## src/hdl/strap_pkg.sv

```systemverilog
// constants of the strap decode, register map and status pin logic
package strap_pkg;

  // four-level strap encoding, in level order L, R, F, H
  localparam logic [1:0] LVL_L = 2'h0;
  localparam logic [1:0] LVL_R = 2'h1;
  localparam logic [1:0] LVL_F = 2'h2;
  localparam logic [1:0] LVL_H = 2'h3;

  // drive codes chosen by the drive strength strap
  localparam logic [2:0] DRV_CODE_H = 3'h0;
  localparam logic [2:0] DRV_CODE_F = 3'h2;
  localparam logic [2:0] DRV_CODE_R = 3'h3;
  localparam logic [2:0] DRV_CODE_L = 3'h5;

  localparam logic [6:0] SLAVE_ADDR_BASE = 7'h1D;

  // register offsets
  localparam logic [7:0] OFS_FIRST_SWING = 8'h30;
  localparam logic [7:0] OFS_FIRST_DEEMPH = 8'h31;
  localparam logic [7:0] OFS_SECOND_SWING = 8'h32;
  localparam logic [7:0] OFS_SECOND_DEEMPH = 8'h33;
  localparam logic [7:0] OFS_STATUS_SEL = 8'h10;
  localparam logic [7:0] OFS_INT_MASK = 8'h11;
  localparam logic [7:0] OFS_INT_STATUS = 8'h12;

  // field positions
  localparam int SWING_OVR_BIT = 5;
  localparam int DEEMPH_OVR_BIT = 6;
  localparam int NUM_INT_SRC = 5;

  // reset values
  localparam logic [7:0] DRV_REG_RST = 8'h00;
  localparam logic [1:0] STATUS_SEL_RST = 2'h0;
  localparam logic [4:0] INT_MASK_RST = 5'h00;

  // interrupt source bit positions
  localparam int SRC_LOSS_SET = 0;
  localparam int SRC_LOSS_CLR = 1;
  localparam int SRC_EYE_LOW = 2;
  localparam int SRC_LOCK_GAIN = 3;
  localparam int SRC_LOCK_LOSE = 4;

  typedef enum logic [2:0] {
    PIN_LOCK = 3'b001,
    PIN_CARRIER = 3'b010,
    PIN_INT = 3'b100
  } pin_view_t;

  localparam logic [1:0] SEL_LOCK = 2'h0;
  localparam logic [1:0] SEL_CARRIER = 2'h1;
  localparam logic [1:0] SEL_INT = 2'h2;

endpackage : strap_pkg

```

## src/hdl/strap_if.sv

```systemverilog
// strap levels in and latched decode out, between top and latch
`timescale 1ns/1ps
interface strap_if;
  logic [1:0] drive_strength_strap;
  logic [1:0] mode_strap;
  logic [1:0] addr_strap_a;
  logic [1:0] addr_strap_b;
  logic [1:0] drive_lvl;
  logic [1:0] mode_lvl;
  logic [6:0] slave_addr;
  logic latched;

  modport latch (
    input drive_strength_strap,
    input mode_strap,
    input addr_strap_a,
    input addr_strap_b,
    output drive_lvl,
    output mode_lvl,
    output slave_addr,
    output latched
  );

  modport user (
    output drive_strength_strap,
    output mode_strap,
    output addr_strap_a,
    output addr_strap_b,
    input drive_lvl,
    input mode_lvl,
    input slave_addr,
    input latched
  );
endinterface : strap_if

```

## src/hdl/strap_latch.sv

```systemverilog
// one-time capture of the four-level straps after reset release
`timescale 1ns/1ps
module strap_latch (
  input wire logic clk_sys,
  input wire logic rstn,
  input wire logic clk_en,
  strap_if.latch st
);

  logic latched_reg;
  logic [1:0] drive_lvl_reg;
  logic [1:0] mode_lvl_reg;
  logic [6:0] slave_addr_reg;

  // capture once, then hold
  // reset takes constants; pins are sampled at the first enabled edge after release
  always_ff @(posedge clk_sys or negedge rstn) begin
    if (!rstn) begin
      latched_reg <= 1'b0;
      drive_lvl_reg <= strap_pkg::LVL_H;
      mode_lvl_reg <= strap_pkg::LVL_L;
      slave_addr_reg <= strap_pkg::SLAVE_ADDR_BASE;
    end else if (clk_en && !latched_reg) begin
      latched_reg <= 1'b1;
      drive_lvl_reg <= st.drive_strength_strap;
      mode_lvl_reg <= st.mode_strap;
      slave_addr_reg <= strap_pkg::SLAVE_ADDR_BASE
        + {3'h0, st.addr_strap_a, 2'h0} + {5'h00, st.addr_strap_b};
    end
  end

  assign st.latched = latched_reg;
  assign st.drive_lvl = drive_lvl_reg;
  assign st.mode_lvl = mode_lvl_reg;
  assign st.slave_addr = slave_addr_reg;

endmodule : strap_latch

```

## src/hdl/strap_status_control.sv

```systemverilog
// strap decode, driver overrides and status pin logic of the reclocker
`timescale 1ns/1ps
module strap_status_control #(
  parameter int ADDR_W = 8,
  parameter int DATA_W = 8
) (
  input wire logic clk_sys,
  input wire logic rstn,
  input wire logic clk_en,
  input wire logic [1:0] drive_strength_strap,
  input wire logic [1:0] mode_strap,
  input wire logic [1:0] addr_strap_a,
  input wire logic [1:0] addr_strap_b,
  input wire logic reg_wr,
  input wire logic reg_rd,
  input wire logic [ADDR_W-1:0] reg_addr,
  input wire logic [DATA_W-1:0] reg_wdata,
  output logic [DATA_W-1:0] reg_rdata,
  input wire logic cdr_locked,
  input wire logic carrier_detected,
  input wire logic adapt_done,
  input wire logic signal_loss,
  input wire logic eye_below_threshold,
  output logic [2:0] first_driver_swing,
  output logic [2:0] first_driver_deemph,
  output logic [2:0] second_driver_swing,
  output logic [2:0] second_driver_deemph,
  output logic smbus_mode,
  output logic spi_mode,
  output logic power_save,
  output logic [6:0] slave_addr,
  output logic status_pin_out,
  output logic status_pin_oe
);

  // ****************************************
  // parameter checks
  // ****************************************
  generate
    if (ADDR_W != 8 || DATA_W != 8) begin : g_bad_width
      $error("register port must be 8 bits of address and data");
    end
  endgenerate

  // ****************************************
  // strap capture
  // ****************************************
  strap_if st ();
  assign st.drive_strength_strap = drive_strength_strap;
  assign st.mode_strap = mode_strap;
  assign st.addr_strap_a = addr_strap_a;
  assign st.addr_strap_b = addr_strap_b;

  strap_latch u_latch (
    .clk_sys(clk_sys),
    .rstn(rstn),
    .clk_en(clk_en),
    .st(st)
  );

  // four-level strap to drive code
  function automatic logic [2:0] strap_code(input logic [1:0] lvl);
    case (lvl)
      strap_pkg::LVL_H: strap_code = strap_pkg::DRV_CODE_H;
      strap_pkg::LVL_F: strap_code = strap_pkg::DRV_CODE_F;
      strap_pkg::LVL_R: strap_code = strap_pkg::DRV_CODE_R;
      default: strap_code = strap_pkg::DRV_CODE_L;
    endcase
  endfunction : strap_code

  // override bit chooses register field over strap
  function automatic logic [2:0] pick_code(input logic ovr, input logic [2:0] fld,
                                           input logic [2:0] strap);
    pick_code = ovr ? fld : strap;
  endfunction : pick_code

  // ****************************************
  // register file
  // ****************************************
  logic [7:0] swing_reg [2];
  logic [7:0] deemph_reg [2];
  logic [1:0] status_sel_reg;
  logic [4:0] int_mask_reg;
  logic [4:0] int_flag_reg;
  logic [4:0] int_flag_next;
  logic [4:0] int_event;
  logic [4:0] int_clear;
  logic [DATA_W-1:0] rdata_reg;

  // only the override bit and the 3-bit code are stored; other bits read zero
  localparam logic [7:0] SWING_KEEP = 8'h27;
  localparam logic [7:0] DEEMPH_KEEP = 8'h47;

  // each driver has its own register pair
  always_ff @(posedge clk_sys or negedge rstn) begin
    if (!rstn) begin
      swing_reg[0] <= strap_pkg::DRV_REG_RST;
      swing_reg[1] <= strap_pkg::DRV_REG_RST;
      deemph_reg[0] <= strap_pkg::DRV_REG_RST;
      deemph_reg[1] <= strap_pkg::DRV_REG_RST;
    end else if (clk_en && reg_wr) begin
      if (reg_addr == strap_pkg::OFS_FIRST_SWING) begin
        swing_reg[0] <= reg_wdata & SWING_KEEP;
      end else if (reg_addr == strap_pkg::OFS_SECOND_SWING) begin
        swing_reg[1] <= reg_wdata & SWING_KEEP;
      end else if (reg_addr == strap_pkg::OFS_FIRST_DEEMPH) begin
        deemph_reg[0] <= reg_wdata & DEEMPH_KEEP;
      end else if (reg_addr == strap_pkg::OFS_SECOND_DEEMPH) begin
        deemph_reg[1] <= reg_wdata & DEEMPH_KEEP;
      end
    end
  end

  always_ff @(posedge clk_sys or negedge rstn) begin
    if (!rstn) begin
      status_sel_reg <= strap_pkg::STATUS_SEL_RST;
      int_mask_reg <= strap_pkg::INT_MASK_RST;
    end else if (clk_en && reg_wr) begin
      if (reg_addr == strap_pkg::OFS_STATUS_SEL) begin
        status_sel_reg <= reg_wdata[1:0];
      end else if (reg_addr == strap_pkg::OFS_INT_MASK) begin
        int_mask_reg <= reg_wdata[4:0];
      end
    end
  end

  // read data registered; unmapped offsets read zero
  always_ff @(posedge clk_sys or negedge rstn) begin
    if (!rstn) begin
      rdata_reg <= '0;
    end else if (clk_en && reg_rd) begin
      if (reg_addr == strap_pkg::OFS_FIRST_SWING) begin
        rdata_reg <= swing_reg[0];
      end else if (reg_addr == strap_pkg::OFS_SECOND_SWING) begin
        rdata_reg <= swing_reg[1];
      end else if (reg_addr == strap_pkg::OFS_FIRST_DEEMPH) begin
        rdata_reg <= deemph_reg[0];
      end else if (reg_addr == strap_pkg::OFS_SECOND_DEEMPH) begin
        rdata_reg <= deemph_reg[1];
      end else if (reg_addr == strap_pkg::OFS_STATUS_SEL) begin
        rdata_reg <= {6'h00, status_sel_reg};
      end else if (reg_addr == strap_pkg::OFS_INT_MASK) begin
        rdata_reg <= {3'h0, int_mask_reg};
      end else if (reg_addr == strap_pkg::OFS_INT_STATUS) begin
        rdata_reg <= {3'h0, int_flag_reg};
      end else begin
        rdata_reg <= '0;
      end
    end
  end

  // ****************************************
  // interrupt sources
  // ****************************************
  logic loss_d_reg;
  logic lock_d_reg;

  always_ff @(posedge clk_sys or negedge rstn) begin
    if (!rstn) begin
      loss_d_reg <= 1'b0;
      lock_d_reg <= 1'b0;
    end else if (clk_en) begin
      loss_d_reg <= signal_loss;
      lock_d_reg <= cdr_locked;
    end
  end

  always_comb begin
    int_event = '0;
    // loss of signal begins and ends
    int_event[strap_pkg::SRC_LOSS_SET] = signal_loss && !loss_d_reg;
    int_event[strap_pkg::SRC_LOSS_CLR] = !signal_loss && loss_d_reg;
    // low eye counts only while locked
    int_event[strap_pkg::SRC_EYE_LOW] = eye_below_threshold && cdr_locked;
    int_event[strap_pkg::SRC_LOCK_GAIN] = cdr_locked && !lock_d_reg;
    int_event[strap_pkg::SRC_LOCK_LOSE] = !cdr_locked && lock_d_reg;
  end

  // clear on status read; a new event in that cycle wins
  always_comb begin
    int_clear = '0;
    if (reg_rd && reg_addr == strap_pkg::OFS_INT_STATUS) begin
      int_clear = int_flag_reg;
    end
    int_flag_next = (int_flag_reg & ~int_clear) | int_event;
  end

  always_ff @(posedge clk_sys or negedge rstn) begin
    if (!rstn) begin
      int_flag_reg <= '0;
    end else if (clk_en) begin
      int_flag_reg <= int_flag_next;
    end
  end

  // ****************************************
  // driver codes
  // ****************************************
  logic [2:0] swing_out_reg [2];
  logic [2:0] deemph_out_reg [2];

  generate
    for (genvar i = 0; i < 2; i++) begin : g_drv
      always_ff @(posedge clk_sys or negedge rstn) begin
        if (!rstn) begin
          swing_out_reg[i] <= strap_pkg::DRV_CODE_H;
          deemph_out_reg[i] <= strap_pkg::DRV_CODE_H;
        end else if (clk_en) begin
          // strap code shared by both drivers
          swing_out_reg[i] <= pick_code(swing_reg[i][strap_pkg::SWING_OVR_BIT],
                                        swing_reg[i][2:0], strap_code(st.drive_lvl));
          deemph_out_reg[i] <= pick_code(deemph_reg[i][strap_pkg::DEEMPH_OVR_BIT],
                                         deemph_reg[i][2:0], strap_code(st.drive_lvl));
        end
      end
    end
  endgenerate

  // ****************************************
  // interface mode and address
  // ****************************************
  logic smbus_reg;
  logic spi_reg;
  logic psave_reg;
  logic [6:0] addr_reg;

  // level R is factory test; it selects neither bus here
  always_ff @(posedge clk_sys or negedge rstn) begin
    if (!rstn) begin
      smbus_reg <= 1'b0;
      spi_reg <= 1'b0;
      psave_reg <= 1'b0;
      addr_reg <= strap_pkg::SLAVE_ADDR_BASE;
    end else if (clk_en && st.latched) begin
      smbus_reg <= (st.mode_lvl == strap_pkg::LVL_L);
      // level H keeps only the four-wire port
      spi_reg <= (st.mode_lvl == strap_pkg::LVL_F) || (st.mode_lvl == strap_pkg::LVL_H);
      psave_reg <= (st.mode_lvl == strap_pkg::LVL_H);
      // address straps only meaningful in two-wire mode
      addr_reg <= st.slave_addr;
    end
  end

  // ****************************************
  // status pin
  // ****************************************
  strap_pkg::pin_view_t view;
  logic pin_low;
  logic pin_oe_reg;

  always_comb begin
    if (status_sel_reg == strap_pkg::SEL_CARRIER) begin
      view = strap_pkg::PIN_CARRIER;
    end else if (status_sel_reg == strap_pkg::SEL_INT) begin
      view = strap_pkg::PIN_INT;
    end else begin
      view = strap_pkg::PIN_LOCK;
    end
  end

  always_comb begin
    case (view)
      // low only after detect and adaptation
      strap_pkg::PIN_CARRIER: pin_low = carrier_detected && adapt_done;
      // any flag with its mask set
      strap_pkg::PIN_INT: pin_low = |(int_flag_reg & int_mask_reg);
      default: pin_low = cdr_locked;
    endcase
  end

  // open drain: output stays low, enable high while pulling down
  always_ff @(posedge clk_sys or negedge rstn) begin
    if (!rstn) begin
      pin_oe_reg <= 1'b0;
    end else if (clk_en) begin
      pin_oe_reg <= pin_low;
    end
  end

  assign first_driver_swing = swing_out_reg[0];
  assign second_driver_swing = swing_out_reg[1];
  assign first_driver_deemph = deemph_out_reg[0];
  assign second_driver_deemph = deemph_out_reg[1];
  assign smbus_mode = smbus_reg;
  assign spi_mode = spi_reg;
  assign power_save = psave_reg;
  assign slave_addr = addr_reg;
  assign reg_rdata = rdata_reg;
  assign status_pin_out = 1'b0;
  assign status_pin_oe = pin_oe_reg;
endmodule : strap_status_control

```

## config.mk

```make
export PLATFORM = sky130hd
export DESIGN_NAME = strap_status_control
export DESIGN_NICKNAME = d
export VERILOG_FILES = /design/src/hdl/strap_pkg.sv /design/src/hdl/strap_if.sv /design/src/hdl/strap_latch.sv /design/src/hdl/strap_status_control.sv
export SDC_FILE = /design/constraint.sdc
export NUM_CORES = 1
export LEC_CHECK = 0
export ABC_CLOCK_PERIOD_IN_PS = 2500
export BUFFER_PORTS_ARGS = -buffer_cell sky130_fd_sc_hd__buf_2
export CORE_UTILIZATION = 59
export CTS_BUF_LIST = sky130_fd_sc_hd__clkbuf_16
export DETAILED_ROUTE_END_ITERATION = 6
export PLACE_DENSITY = 0.85
export SYNTH_ARGS = -nofsm -noshare
export SYNTH_HDL_FRONTEND = slang
export SYNTH_SLANG_ARGS = --single-unit
```

## constraint.sdc

```tcl
create_clock -name clk_sys -period 2.5 [get_ports clk_sys]
set_clock_uncertainty 0.15 [all_clocks]
set_input_delay 0.5 -clock clk_sys [delete_from_list [all_inputs] [get_ports clk_sys]]
set_output_delay 0.5 -clock clk_sys [all_outputs]
set_load 0.005 [all_outputs]
```

==> impl_results.md <==
* Vias in the first global route at 2,567
* DR WL/cell at 17.1 µm
* Sequential-to-total area share from yosys stat at 53.1%
* Port bufs at 61
* Syn avg cell area at 11.7 µm²
* Hold crit path type: primary input to async pin
* Register bit count reported by yosys at 70
* Initial detailed-routing violation count at about 290
* Total track usage at 27.4%
* Core area at 5270 µm²
* Final hold vios at 0
* Antenna viol nets, final at 0
* Initial Util at 63.1%
* CTS tree: built
* Final-report setup violation count at 0
* Worst-Skew Late Latency at between 0.3 and 0.4 ns
* Syn Std Cell Area at 3320 µm²
* Async SR Flop Fraction at 100%
* Site row count at 26
* Slew Limit Fails at 0
* Max Root-Sink Buffers at 2
* Max_cap viols at 0
* Pre-CTS setup slack at 0.246 ns
* Crit-path slowest cell: nor3_1
* DR vias at 2,522
* Ratio of cells with drive above 1 in the final layout at 37.6%
* Die X at ~77 µm
* Area growth, synth to finish at 20.5%
* WP buf/inv at 1
* Status: finished, final reports clean
* Post-Syn Instances at around 290
* Count of cell types in the netlist at 48
* Drt pass-1 iters at 4
* Worst setup EP type: flop
* WS Path Type: primary input to flop
* Cts hold-fix bufs at 0
* CP delay by family, top: simple AND/OR/NAND/NOR gates
* Die Height at 77.1 µm
* Diodes inserted at 0
* Clock Pin Slew Worst Setup and Hold Paths at 0.05 ns
* Gr ovfl total at 0
* Count of boundary I/O pins at 66
* Period utilization at 81.8%
* Antenna violations before repair at 0
* Max rail drop VDD at just under 0.0006 V
* TritonCTS Sinks at 70
* Largest net degree at the start of global routing at 46
* CTS root buf: clkbuf_16
* Num CTS Buffers at 9
* Worst-Margin Slew at 0.612 ns
* Post-CTS setup buffers at 0
* Main synth FF type: dfrtp_1
* Drc violations at 0
* H-Tree Depth at 3
* Setup ws final at 0.455 ns
* Pleak at 0.00189 µW
* Die ar. at 5940 µm²
* Slew HR at 58.6%
* RSZ-0062 raised after global routing: false
* Yosys Warn Count at 0
* CP max FO at 7
* Via-per-instance ratio at 5.92
* Nets at 392
* PwrDens at 742 nW/µm²
* Min Tclk post-route at 2.05 ns
* Gpl congestion at approximately 0.96
* FILL cells at 342
* Worst path cell trace: buf_2 -> nand4bb_4 -> nor3_1 -> nand4_1 -> mux2_2
* Setup_tns at 0 ns
* EDFF count, synth at 0
* Post-CTS resize count at 0
* Worst path required time at 2.55 ns
* Fmax at between 400 and 500 MHz
* CP Launch Type: primary input
* CP max stage delay at 0.49 ns
* First-pass GRT wire length at 12,400 µm
* Worst reg-to-reg setup slack at 0.63 ns
* Post-DP HPWL at 5010 µm
* Final wirelength at 7290 µm
* Worst Path Arrival at approximately 2.1 ns
==> worst paths after layout <==
kind	startpoint	cells after the start	to
worst min-delay path	rstn	2	swing_reg[9]
min in group clk_sys	addr_strap_b[0]	2	u_latch.st.slave_addr[0]
max in group asynchronous	rstn	2	slave_addr[3]
worst max register to register	u_latch.st.drive_lvl[0]	5	second_driver_swing[0]
worst max-delay path	reg_addr[6]	5	deemph_reg[6]
worst min register to register	reg_rdata[2]	2	reg_rdata[2]
==> synth_stat cells (2+ instances only) <==
cell,n,share of area (%)
nand3_1,3,0.45
dfrtp_1,60,45
and3_1,2,0.38
buf_4,3,0.68
nand2_1,28,3.2
a22oi_1,3,0.68
o2bb2ai_1,5,1.3
ha_1,7,2.6
dfstp_2,10,7.9
o22ai_1,2,0.38
o41ai_1,2,0.53
nor2_1,14,1.6
o31ai_1,4,0.90
nor2b_1,3,0.56
and2_1,2,0.38
o21ai_0,14,2.1
mux2_2,39,13
buf_2,3,0.45
a32o_1,2,0.60
a32oi_1,2,0.53
buf_1,3,0.34
mux2i_1,13,3.9
inv_1,13,1.5
a21oi_1,10,1.5
clkbuf_1,5,0.56
nand2b_1,6,1.1
xor2_1,3,0.79
nor4_1,2,0.38
nand4_1,3,0.56
==> layout make-up <==
cell class | count | area (µm²) | share of cell area, %
clock buffer | 9 | 225 | 5.62
clock inverter | 7 | 80.1 | 2.00
inverter | 13 | 48.8 | 1.22
multi-input combinational | 190 | 1450 | 36.2
sequential | 70 | 1760 | 44.0
tap | 70 | 87.6 | 2.19
timing repair buffer | 67 | 350 | 8.74
==> power by group <==
| part | switching (µW) | leakage [µW] | internal, µW |
|---|---|---|---|
| clock network | 445 | 0.000153 | 856 |
| registers | 60.3 | 0.000857 | 1250 |
| logic | 190 | 0.000882 | 169 |
| total | 695 | 0.00189 | 2280 |
==> cells by family after synthesis <==
logic type	after synthesis	share of synthesized area, %
AO/OA/AOI/OAI	52	11.0
XOR/XNOR	4	1.05
adder cells (fa/ha/maj)	7	2.63
buffers and inverters	27	3.50
flip-flops	70	53.1
multiplexers	52	17.1
other	1	0.113
AND/OR/NAND/NOR	72	11.6
==> layout by cell type, fill, tap and decap left out, types with 4 or more instances in the layout <==
cell	instances
buf_2	61
dfrtp_1	60
mux2_2	39
nand2_1	28
inv_1	14
nor2_1	14
o21ai_0	14
mux2i_1	13
a21oi_1	10
dfstp_2	10
clkbuf_16	9
ha_1	7
nand2b_1	6
buf_4	6
o2bb2ai_1	5
o31ai_1	4
==> per-layer routing <==
metal	GRT usage [%]	share of wire (%)	up-vias	wire length, µm
li1	-	-	1147	-
met1	34.6	41	1229	3000
met2	44.6	48	127	3480
met3	6.43	8.9	19	646
met4	13.4	2.3	0	165
met5	0	0	-	0
==> metrics by stage <==
step | total power [µW] | instance area [µm²] | utilization [%] | instances | hold WS, ns
finish | 2970 | 4010 | 76.0 | 426 | 0.0230
global route | 3080 | 4010 | 76.0 | 426 | 0.0475
CTS | 2980 | 4010 | 76.0 | 426 | 0.0291
detailed placement | 1680 | 3700 | 70.3 | 410 | 0.312
global placement | 1660 | 3700 | 70.3 | 410 | 0.296
floorplan | 1500 | 3330 | - | 287 | 0.0544
Note: power is estimated with default switching activity, not from simulation.
